[config.mk]
export PLATFORM = sky130hd
export DESIGN_NAME = ssf_front_end
export DESIGN_NICKNAME = d
export VERILOG_FILES = /design/src/ssf_pkg.sv /design/src/ssf_front_end.sv
export SDC_FILE = /design/constraint.sdc
export NUM_CORES = 1
export LEC_CHECK = 0
export ABC_AREA = 0
export BUFFER_PORTS_ARGS = -buffer_cell sky130_fd_sc_hd__buf_2
export CORE_ASPECT_RATIO = 0.6
export CORE_UTILIZATION = 49
export DETAILED_ROUTE_END_ITERATION = 10
export PLACE_DENSITY = 0.69
export SYNTH_ARGS = -nofsm -noshare
export SYNTH_HDL_FRONTEND = slang
export SYNTH_SLANG_ARGS = --single-unit
[constraint.sdc]
create_clock -name clk -period 8.01 [get_ports clk]
set_clock_uncertainty 0.05 [all_clocks]
set_input_delay 2.0025 -clock clk [delete_from_list [all_inputs] [get_ports clk]]
set_output_delay 2.0025 -clock clk [all_outputs]
set_load 0.02 [all_outputs]
[src/ssf_pkg.sv]
// constants and types shared by the serial memory slave front end
package ssf_pkg;

    // ------------------------------------------------------------------
    // geometry
    // ------------------------------------------------------------------
    localparam int ADDR_W    = 15;
    localparam int DATA_W    = 8;
    localparam int PAGE_W    = 6;
    localparam int USER_W    = 16;

    // ------------------------------------------------------------------
    // instruction codes
    // ------------------------------------------------------------------
    localparam logic [7:0] OP_WR_ENABLE    = 8'h06;
    localparam logic [7:0] OP_WR_DISABLE   = 8'h04;
    localparam logic [7:0] OP_ARRAY_WRITE  = 8'h02;
    localparam logic [7:0] OP_ARRAY_READ   = 8'h03;
    localparam logic [7:0] OP_STATUS_WRITE = 8'h01;
    localparam logic [7:0] OP_STATUS_READ  = 8'h05;
    localparam logic [7:0] OP_USER_WRITE   = 8'hc2;
    localparam logic [7:0] OP_USER_READ    = 8'hc3;

    // ------------------------------------------------------------------
    // status byte layout and reset values
    // ------------------------------------------------------------------
    localparam int         SR_ROLLOVER_BIT = 5;
    localparam int         SR_WR_LATCH_BIT = 1;
    localparam logic [7:0] SR_WMASK        = 8'hec;
    localparam logic [7:0] SR_RST          = 8'h00;
    localparam logic [15:0] USER_RST       = 16'h0000;

    // ------------------------------------------------------------------
    // frame phases
    // ------------------------------------------------------------------
    typedef enum logic [7:0] {
        PH_IDLE    = 8'h01,
        PH_CMD     = 8'h02,
        PH_ADDR    = 8'h04,
        PH_WDATA   = 8'h08,
        PH_SOUT    = 8'h10,
        PH_SR_IN   = 8'h20,
        PH_USER_IN = 8'h40,
        PH_DONE    = 8'h80
    } ssf_phase_e;

endpackage

[src/ssf_front_end.sv]
// serial memory slave front end: framing, pause, shifting, write buffer
//
// Contract
// - deselected: standby, ignore input, output released
// - array write cycle completes on select rising
// - nothing accepted before first select falling edge
// - input bits captured on clock rising edges
// - read output changes only after falling edges
// - pause starts clock low, else next fall
// - pause release likewise waits for clock low
// - paused: clock and input transitions ignored
// - output released and driven following pause pin
// - array writes continuous or 64-byte pages by status
// - rollover bit zero wraps within page
// - two-byte user space, no address bytes
// - short user-space write aborted, value kept
// - user-space read may stop early
// - user space volatile, exported for storing
// - status writable bits volatile, recall overwrites
// - all bytes shifted most significant first
// - first bit on first rise after select
// - read data starts at fall after instruction, or after address for array read
// - first byte after select is instruction
// - select rising while paused aborts, clears latch
`timescale 1ns/1ps

module ssf_front_end #(
    parameter int ADDR_W = ssf_pkg::ADDR_W,
    parameter int DATA_W = ssf_pkg::DATA_W
) (
    input  wire logic                 clk,
    input  wire logic                 sys_rst,
    input  wire logic                 cs_n,
    input  wire logic                 sck,
    input  wire logic                 si,
    input  wire logic                 hold_n,
    output logic                      so_o,
    output logic                      so_oe,
    output logic                      mw_valid,
    input  wire logic                 mw_ready,
    output logic [ADDR_W-1:0]         mw_addr,
    output logic [DATA_W-1:0]         mw_data,
    output logic [ADDR_W-1:0]         rd_addr,
    input  wire logic [DATA_W-1:0]    rd_data,
    input  wire logic                 recall_req,
    input  wire logic [7:0]           recall_status,
    input  wire logic [15:0]          recall_user,
    output logic [7:0]                status_o,
    output logic [15:0]               user_o,
    output logic                      wr_done
);

    localparam int ENT_W = ADDR_W + DATA_W;
    localparam int RB    = ssf_pkg::SR_ROLLOVER_BIT;
    localparam int WB    = ssf_pkg::SR_WR_LATCH_BIT;

    // ------------------------------------------------------------------
    // state
    // ------------------------------------------------------------------
    typedef struct packed {
        logic [1:0]          cs_sy;
        logic [1:0]          sck_sy;
        logic [1:0]          si_sy;
        logic [1:0]          hold_sy;
        logic                cs_d;
        logic                sck_d;
        logic                armed;
        logic                paused;
        ssf_pkg::ssf_phase_e phase;
        logic [7:0]          opc;
        logic [2:0]          bitcnt;
        logic [1:0]          bytecnt;
        logic [7:0]          rx;
        logic [7:0]          tx;
        logic [ADDR_W-1:0]   addr;
        logic [7:0]          sr;
        logic [15:0]         user;
        logic [7:0]          sr_stage;
        logic [15:0]         user_stage;
        logic                stage_ok;
        logic                pend;
        logic [ENT_W-1:0]    pend_w;
        logic [1:0]          fv;
        logic [ENT_W-1:0]    f0;
        logic [ENT_W-1:0]    f1;
        logic                so;
        logic                so_oe;
        logic                wr_done;
    } ssf_regs_s;

    // select sync resets to "low" so a pin already low at power-up gives no fall
    localparam ssf_regs_s RST_S = '{phase:   ssf_pkg::PH_IDLE,
                                    sr:      ssf_pkg::SR_RST,
                                    user:    ssf_pkg::USER_RST,
                                    hold_sy: 2'b11,
                                    default: '0};

    ssf_regs_s          st_r;
    ssf_regs_s          st_nxt;

    logic               cs_w;
    logic               sck_w;
    logic               hold_l_w;
    logic               sel_w;
    logic               cs_fall_w;
    logic               cs_rise_w;
    logic               act_rise_w;
    logic               act_fall_w;
    logic               byte_w;
    logic               wpush_w;
    logic [7:0]         rx_w;
    logic [ADDR_W-1:0]  wnext_w;

    // ------------------------------------------------------------------
    // edge and frame decode
    // ------------------------------------------------------------------
    // the clock pin is a plain input sampled here
    assign cs_w       = st_r.cs_sy[1];
    assign sck_w      = st_r.sck_sy[1];
    assign hold_l_w   = ~st_r.hold_sy[1];
    assign sel_w      = st_r.armed & ~cs_w;
    assign cs_fall_w  = st_r.cs_d & ~cs_w;
    assign cs_rise_w  = st_r.armed & cs_w & ~st_r.cs_d;
    assign act_rise_w = sel_w & ~st_r.paused & sck_w & ~st_r.sck_d;
    assign act_fall_w = sel_w & ~st_r.paused & ~sck_w & st_r.sck_d;
    assign rx_w       = {st_r.rx[6:0], st_r.si_sy[1]};
    assign byte_w     = act_rise_w & (st_r.bitcnt == 3'h7);
    assign wpush_w    = byte_w & (st_r.phase == ssf_pkg::PH_WDATA) & st_r.sr[WB];
    // page mode keeps the upper bits and wraps the low six
    assign wnext_w    = st_r.sr[RB] ? ADDR_W'(st_r.addr + 1'b1)
                      : {st_r.addr[ADDR_W-1:ssf_pkg::PAGE_W],
                         st_r.addr[ssf_pkg::PAGE_W-1:0] + 6'h01};

    // ------------------------------------------------------------------
    // next state
    // ------------------------------------------------------------------
    always_comb
    begin
        logic             v0;
        logic             v1;
        logic             want_v;
        logic [ENT_W-1:0] e0;
        logic [ENT_W-1:0] e1;
        logic [ENT_W-1:0] want;
        logic [7:0]       ob;
        v0     = st_r.fv[0];
        v1     = st_r.fv[1];
        e0     = st_r.f0;
        e1     = st_r.f1;
        want_v = 1'b0;
        want   = '0;
        ob     = 8'h00;
        st_nxt = st_r;

        // first stages feed only the second stages
        st_nxt.cs_sy   = {st_r.cs_sy[0], cs_n};
        st_nxt.sck_sy  = {st_r.sck_sy[0], sck};
        st_nxt.si_sy   = {st_r.si_sy[0], si};
        st_nxt.hold_sy = {st_r.hold_sy[0], hold_n};
        st_nxt.cs_d    = cs_w;
        st_nxt.sck_d   = sck_w;
        st_nxt.wr_done = 1'b0;
        if (cs_fall_w)
            st_nxt.armed = 1'b1;

        // pause follows the pin only while the clock is low
        if (!sel_w)
            st_nxt.paused = 1'b0;
        else if (!sck_w)
            st_nxt.paused = hold_l_w;

        // output enable tracks the pause pin directly, not the pause state
        st_nxt.so_oe = sel_w & ~hold_l_w & (st_r.phase == ssf_pkg::PH_SOUT);

        if (!sel_w)
        begin
            st_nxt.phase   = ssf_pkg::PH_IDLE;
            st_nxt.bitcnt  = 3'h0;
            st_nxt.bytecnt = 2'h0;
        end
        else if (st_r.phase == ssf_pkg::PH_IDLE)
            st_nxt.phase = ssf_pkg::PH_CMD;

        if (act_rise_w)
        begin
            st_nxt.rx     = rx_w;
            st_nxt.bitcnt = st_r.bitcnt + 3'h1;
        end

        if (byte_w)
        begin
            case (st_r.phase)
                ssf_pkg::PH_CMD:
                begin
                    st_nxt.opc     = rx_w;
                    st_nxt.bytecnt = 2'h0;
                    if (rx_w == ssf_pkg::OP_ARRAY_READ || rx_w == ssf_pkg::OP_ARRAY_WRITE)
                        st_nxt.phase = ssf_pkg::PH_ADDR;
                    else if (rx_w == ssf_pkg::OP_STATUS_READ || rx_w == ssf_pkg::OP_USER_READ)
                        st_nxt.phase = ssf_pkg::PH_SOUT;
                    else if (rx_w == ssf_pkg::OP_STATUS_WRITE)
                        st_nxt.phase = ssf_pkg::PH_SR_IN;
                    else if (rx_w == ssf_pkg::OP_USER_WRITE)
                        st_nxt.phase = ssf_pkg::PH_USER_IN;
                    else
                        st_nxt.phase = ssf_pkg::PH_DONE;
                end
                ssf_pkg::PH_ADDR:
                begin
                    if (st_r.bytecnt == 2'h0)
                    begin
                        st_nxt.addr[ADDR_W-1:8] = rx_w[ADDR_W-9:0];
                        st_nxt.bytecnt          = 2'h1;
                    end
                    else
                    begin
                        st_nxt.addr[7:0] = rx_w;
                        st_nxt.bytecnt   = 2'h0;
                        st_nxt.phase     = (st_r.opc == ssf_pkg::OP_ARRAY_READ)
                                         ? ssf_pkg::PH_SOUT : ssf_pkg::PH_WDATA;
                    end
                end
                ssf_pkg::PH_WDATA:
                begin
                    if (st_r.sr[WB])
                        st_nxt.addr = wnext_w;
                end
                ssf_pkg::PH_SR_IN:
                begin
                    st_nxt.sr_stage = rx_w;
                    st_nxt.stage_ok = 1'b1;
                    st_nxt.phase    = ssf_pkg::PH_DONE;
                end
                ssf_pkg::PH_USER_IN:
                begin
                    if (st_r.bytecnt == 2'h0)
                    begin
                        st_nxt.user_stage[15:8] = rx_w;
                        st_nxt.bytecnt          = 2'h1;
                    end
                    else
                    begin
                        st_nxt.user_stage[7:0] = rx_w;
                        st_nxt.stage_ok        = 1'b1;
                        st_nxt.phase           = ssf_pkg::PH_DONE;
                    end
                end
                default:
                begin
                end
            endcase
        end

        // a fresh byte is taken on the first fall of each byte slot
        if (act_fall_w && st_r.phase == ssf_pkg::PH_SOUT)
        begin
            if (st_r.bitcnt == 3'h0)
            begin
                if (st_r.opc == ssf_pkg::OP_ARRAY_READ)
                    ob = rd_data;
                else if (st_r.opc == ssf_pkg::OP_STATUS_READ)
                    ob = st_r.sr;
                else
                    ob = st_r.bytecnt[0] ? st_r.user[7:0] : st_r.user[15:8];
                st_nxt.so = ob[7];
                st_nxt.tx = {ob[6:0], 1'b0};
                if (st_r.opc == ssf_pkg::OP_ARRAY_READ)
                    st_nxt.addr = ADDR_W'(st_r.addr + 1'b1);
                if (st_r.opc == ssf_pkg::OP_USER_READ)
                    st_nxt.bytecnt = st_r.bytecnt ^ 2'h1;
            end
            else
            begin
                st_nxt.so = st_r.tx[7];
                st_nxt.tx = {st_r.tx[6:0], 1'b0};
            end
        end

        // frame end: commit staged writes, or abort when still paused
        if (cs_rise_w)
        begin
            st_nxt.stage_ok = 1'b0;
            if (st_r.paused)
                st_nxt.sr[WB] = 1'b0;
            else if (st_r.phase != ssf_pkg::PH_CMD && st_r.phase != ssf_pkg::PH_IDLE)
            begin
                if (st_r.opc == ssf_pkg::OP_WR_ENABLE)
                    st_nxt.sr[WB] = 1'b1;
                else if (st_r.opc == ssf_pkg::OP_WR_DISABLE)
                    st_nxt.sr[WB] = 1'b0;
                else if (st_r.opc == ssf_pkg::OP_ARRAY_WRITE && st_r.sr[WB] &&
                         st_r.phase == ssf_pkg::PH_WDATA)
                begin
                    st_nxt.sr[WB]  = 1'b0;
                    st_nxt.wr_done = 1'b1;
                end
                else if (st_r.opc == ssf_pkg::OP_STATUS_WRITE && st_r.stage_ok && st_r.sr[WB])
                begin
                    st_nxt.sr = (st_r.sr & ~ssf_pkg::SR_WMASK) |
                                (st_r.sr_stage & ssf_pkg::SR_WMASK);
                    st_nxt.sr[WB] = 1'b0;
                end
                else if (st_r.opc == ssf_pkg::OP_USER_WRITE && st_r.stage_ok)
                    st_nxt.user = st_r.user_stage;
            end
        end

        if (recall_req)
        begin
            st_nxt.sr   = (st_nxt.sr & ~ssf_pkg::SR_WMASK) |
                          (recall_status & ssf_pkg::SR_WMASK);
            st_nxt.user = recall_user;
        end

        // two-entry write buffer; a held word waits in pend for space
        if (v0 && mw_ready)
        begin
            e0 = e1;
            v0 = v1;
            v1 = 1'b0;
        end
        want_v      = st_r.pend | wpush_w;
        want        = st_r.pend ? st_r.pend_w : {st_r.addr, rx_w};
        st_nxt.pend = 1'b0;
        if (want_v)
        begin
            if (!v0)
            begin
                e0 = want;
                v0 = 1'b1;
            end
            else if (!v1)
            begin
                e1 = want;
                v1 = 1'b1;
            end
            else
            begin
                st_nxt.pend   = 1'b1;
                st_nxt.pend_w = want;
            end
        end
        if (st_r.pend && wpush_w && !st_nxt.pend)
        begin
            st_nxt.pend   = 1'b1;
            st_nxt.pend_w = {st_r.addr, rx_w};
        end
        st_nxt.fv = {v1, v0};
        st_nxt.f0 = e0;
        st_nxt.f1 = e1;
    end

    always_ff @(posedge clk or posedge sys_rst)
    begin
        if (sys_rst)
            st_r <= RST_S;
        else
            st_r <= st_nxt;
    end

    // ------------------------------------------------------------------
    // outputs
    // ------------------------------------------------------------------
    assign so_o     = st_r.so;
    assign so_oe    = st_r.so_oe;
    assign mw_valid = st_r.fv[0];
    assign mw_addr  = st_r.f0[ENT_W-1:DATA_W];
    assign mw_data  = st_r.f0[DATA_W-1:0];
    assign rd_addr  = st_r.addr;
    assign status_o = st_r.sr;
    assign user_o   = st_r.user;
    assign wr_done  = st_r.wr_done;
endmodule

==> impl_metrics.tcl <==
set metrics [dict create \
    first_pass_iters 8 \
    worstSkewPairLatency_ns 0.44 \
    grt_remaining_overflow 0 \
    seq_power_share_pct 50.3 \
    setup_tns_ns 0 \
    final_util_pct 54.8 \
    start_util_pct 50.5 \
    syn_area_per_cell_sq_um 10.4 \
    synth-compound-area-share_pct 12.1 \
    synth_top_family_by_area "multiplexers" \
    ys.flop_type "dfrtp_1" \
    rsz0062_at_grt "false" \
    synthArstFlopShare_pct 100 \
    synth_common_cells "dfrtp_1, nand2_1, mux2_2" \
    ys_seq_area_share_pct 49.1 \
    period_share_pct 44.2 \
    die_h_um 108 \
    regArea_sq_mm 0.00453 \
    dieArea_sq_mm 0.0194 \
    tightest_slew_ns 1.12 \
    hold_viol 0 \
    p_leak_nw 4.69 \
    viasPerCell 5.66 \
    cts-htree-levels 4 \
    clock_sinks 181 \
    vdd_drop_max_mv 0.151 \
    power.density_mw_per_mm2 199 \
    drtIter0Drc 577 \
    path_max_fanout 32 \
    synth_mux_area_share_pct 15.2 \
    vias 6527 \
    holdBufCountCts 0 \
    critPathCaptureType "flip-flop" \
    synth_edf_count 0 \
    ys_seq_elements 181 \
    status "finished with violations" \
    p_clk_share_pct 42.6 \
    cts_setup_buffers 0 \
    ys_warn_count 0 \
    slew_viol_final 0 \
    grt_pass1_vias 6268 \
    grt_max_degree 63 \
    slew_headroom_pct 25.1 \
    drive_gt1_share_pct 26.3 \
    coreArea_sq_mm 0.0183 \
    fmax_mhz 283 \
    pwr-share-comb_pct 7.0 \
    hpwl_um 14700 \
    path_class "in -> reg" \
    cts_tree "built" \
    postCtsResizedCells 0 \
    clk_pin_slew_worst_paths_ns 0.07 \
    fin_ws_ns 4.47 \
    start_kind "input port" \
    gp_congestion 0.935 \
    internal-power_w 0.00142 \
    drc 20 \
    die_w_um 179 \
    setup_viol 0 \
    cp.required_ns 8.23 \
    diodes 0 \
    drv_cap 0 \
    synth_fa_ha_area_share_pct 0.651 \
    port_buffers 100 \
    swShare_pct 28.6 \
    hold_slack_ns 0.301 \
    synthDistinctLibCells 75 \
    syn_inst 887 \
    cts_buffer_depth 2 \
    root_buffer "clkbuf_16" \
    cts_made_buffers 17 \
    fin_nets 945 \
    antenna_found_initial 0 \
    n_fill_cell 1669 \
    grt_pass1_wl_um 34200 \
    area.growth.synth_to_final_pct 8.41 \
    io_pins 106 \
    synth_top_area_cell "dfrtp_1" \
    multi_input_area_sq_mm 0.00397 \
    synthXorXnorAreaFrac_pct 0.759 \
    hp-class "reg -> reg" \
    netlist.area_leader.share_pct 48.3 \
    violations "design-rule violations" \
    wire_per_inst_um 18.1 \
    synthesis.area_sq_mm 0.00923 \
    min_period_ns 3.54 \
    p_switching_w 0.000571 \
    place_ws_ns 4.01 \
    routed_wl_um 20900 \
    gr-usage-all-layers_pct 23.1 \
    synthTopCellsByArea "dfrtp_1, mux2_2, mux2i_1" \
    antenna_left 0 \
    synth-simple-area-share_pct 14.3 \
    cp.arrival_ns 3.76 \
    yosysMostFrequentCell "dfrtp_1" \
    rows 38 \
]
## power by group through the flow
| stage | Sequential (W) | Clock [W] | Combinational (W) |
|---|---|---|---|
| CTS | 0.00100 | 0.000870 | 0.000142 |
| global route | 0.00101 | 0.000896 | 0.000157 |
| detailed placement | 0.00102 | 0 | 0.000141 |
| floorplan | 0.000973 | 0 | 0.000134 |
| global placement | 0.00102 | 0 | 0.000139 |
| finish | 0.00100 | 0.000851 | 0.000141 |
## layout make-up
class | count | area share (%)
inverters | 10 | 0.425
flip-flops and latches | 181 | 45.3
repair buffers | 105 | 5.38
multi-input cells | 586 | 39.7
clock inverters | 14 | 1.78
clock buffers | 18 | 4.39
well taps | 240 | 3.00
## cells in the final DEF, fill, tap and decap left out, types with 5 or more instances in the layout
cell type and n:
clkinv_8 6, xnor2_1 6, mux2_2 74, nand2_1 97
clkbuf_16 17, buf_2 100, mux2i_1 55, and3_1 11
inv_6 6, nor2_1 70, dfrtp_1 178, nor3_1 9
o31ai_1 8, o21ai_0 66, a22oi_1 11, nor2b_1 7
nand3_1 15, inv_1 9, nand4_1 6, a211oi_1 12
buf_4 5, nand2b_1 10, a21oi_1 37
## worst max-delay path, cell delays in order
cell     delay [ns]
buf_2          0.32
nor4b_1        0.33
and3_1         0.87
o21ai_0        0.22
## logic make-up (layout without fill, tap and decap cells)
family	Yosys count	count (layout)
buffers and inverters	121	147
AND/OR/NAND/NOR	264	264
XOR/XNOR	8	8
flip-flops	181	181
AO/OA/AOI/OAI	176	176
multiplexers	131	131
adder cells (fa/ha/maj)	5	5
other	1	2
## sequential cells by signal, indices dropped and copies added, names as in the netlist, 4 cells and up
signal / flops
user_o: 16
mw_addr: 15
st_nxt: 4
rd_addr: 15
status_o: 6
mw_data: 8
st_r: 103
rx_w: 8
## per-layer routing
metal,vias up,GRT usage [%],routed length (um)
met5,-,0,0
met4,0,4.80,171
met3,19,5.94,1610
met2,213,31.7,8400
met1,3186,36.3,10700
li1,3109,-,-
## final timing paths
path | startpoint | endpoint | slack [ns] | depth (start not counted)
worst max register to register | st_r[176] | st_r[19] | 4.87 | 7
max in group asynchronous | sys_rst | user_o[7] | 5.12 | 3
worst max-delay path | recall_req | user_o[7] | 4.47 | 4
worst min-delay path | st_nxt[183] | rx_w[0] | 0.30 | 0
min in group asynchronous | sys_rst | mw_addr[11] | 1.58 | 2
worst min register to register | st_nxt[183] | rx_w[0] | 0.30 | 0
## stage by stage
step | power, W | cells | cell area, sq um
3_3_place_gp | 0.00116 | 1122 | 9390
4_1_cts | 0.00201 | 1154 | 10000
2_1_floorplan | 0.00111 | 888 | 9230
3_5_place_dp | 0.00116 | 1122 | 9390
6_report | 0.00200 | 1154 | 10000
5_1_grt | 0.00206 | 1154 | 10000
(Power assumes the default switching activity.)
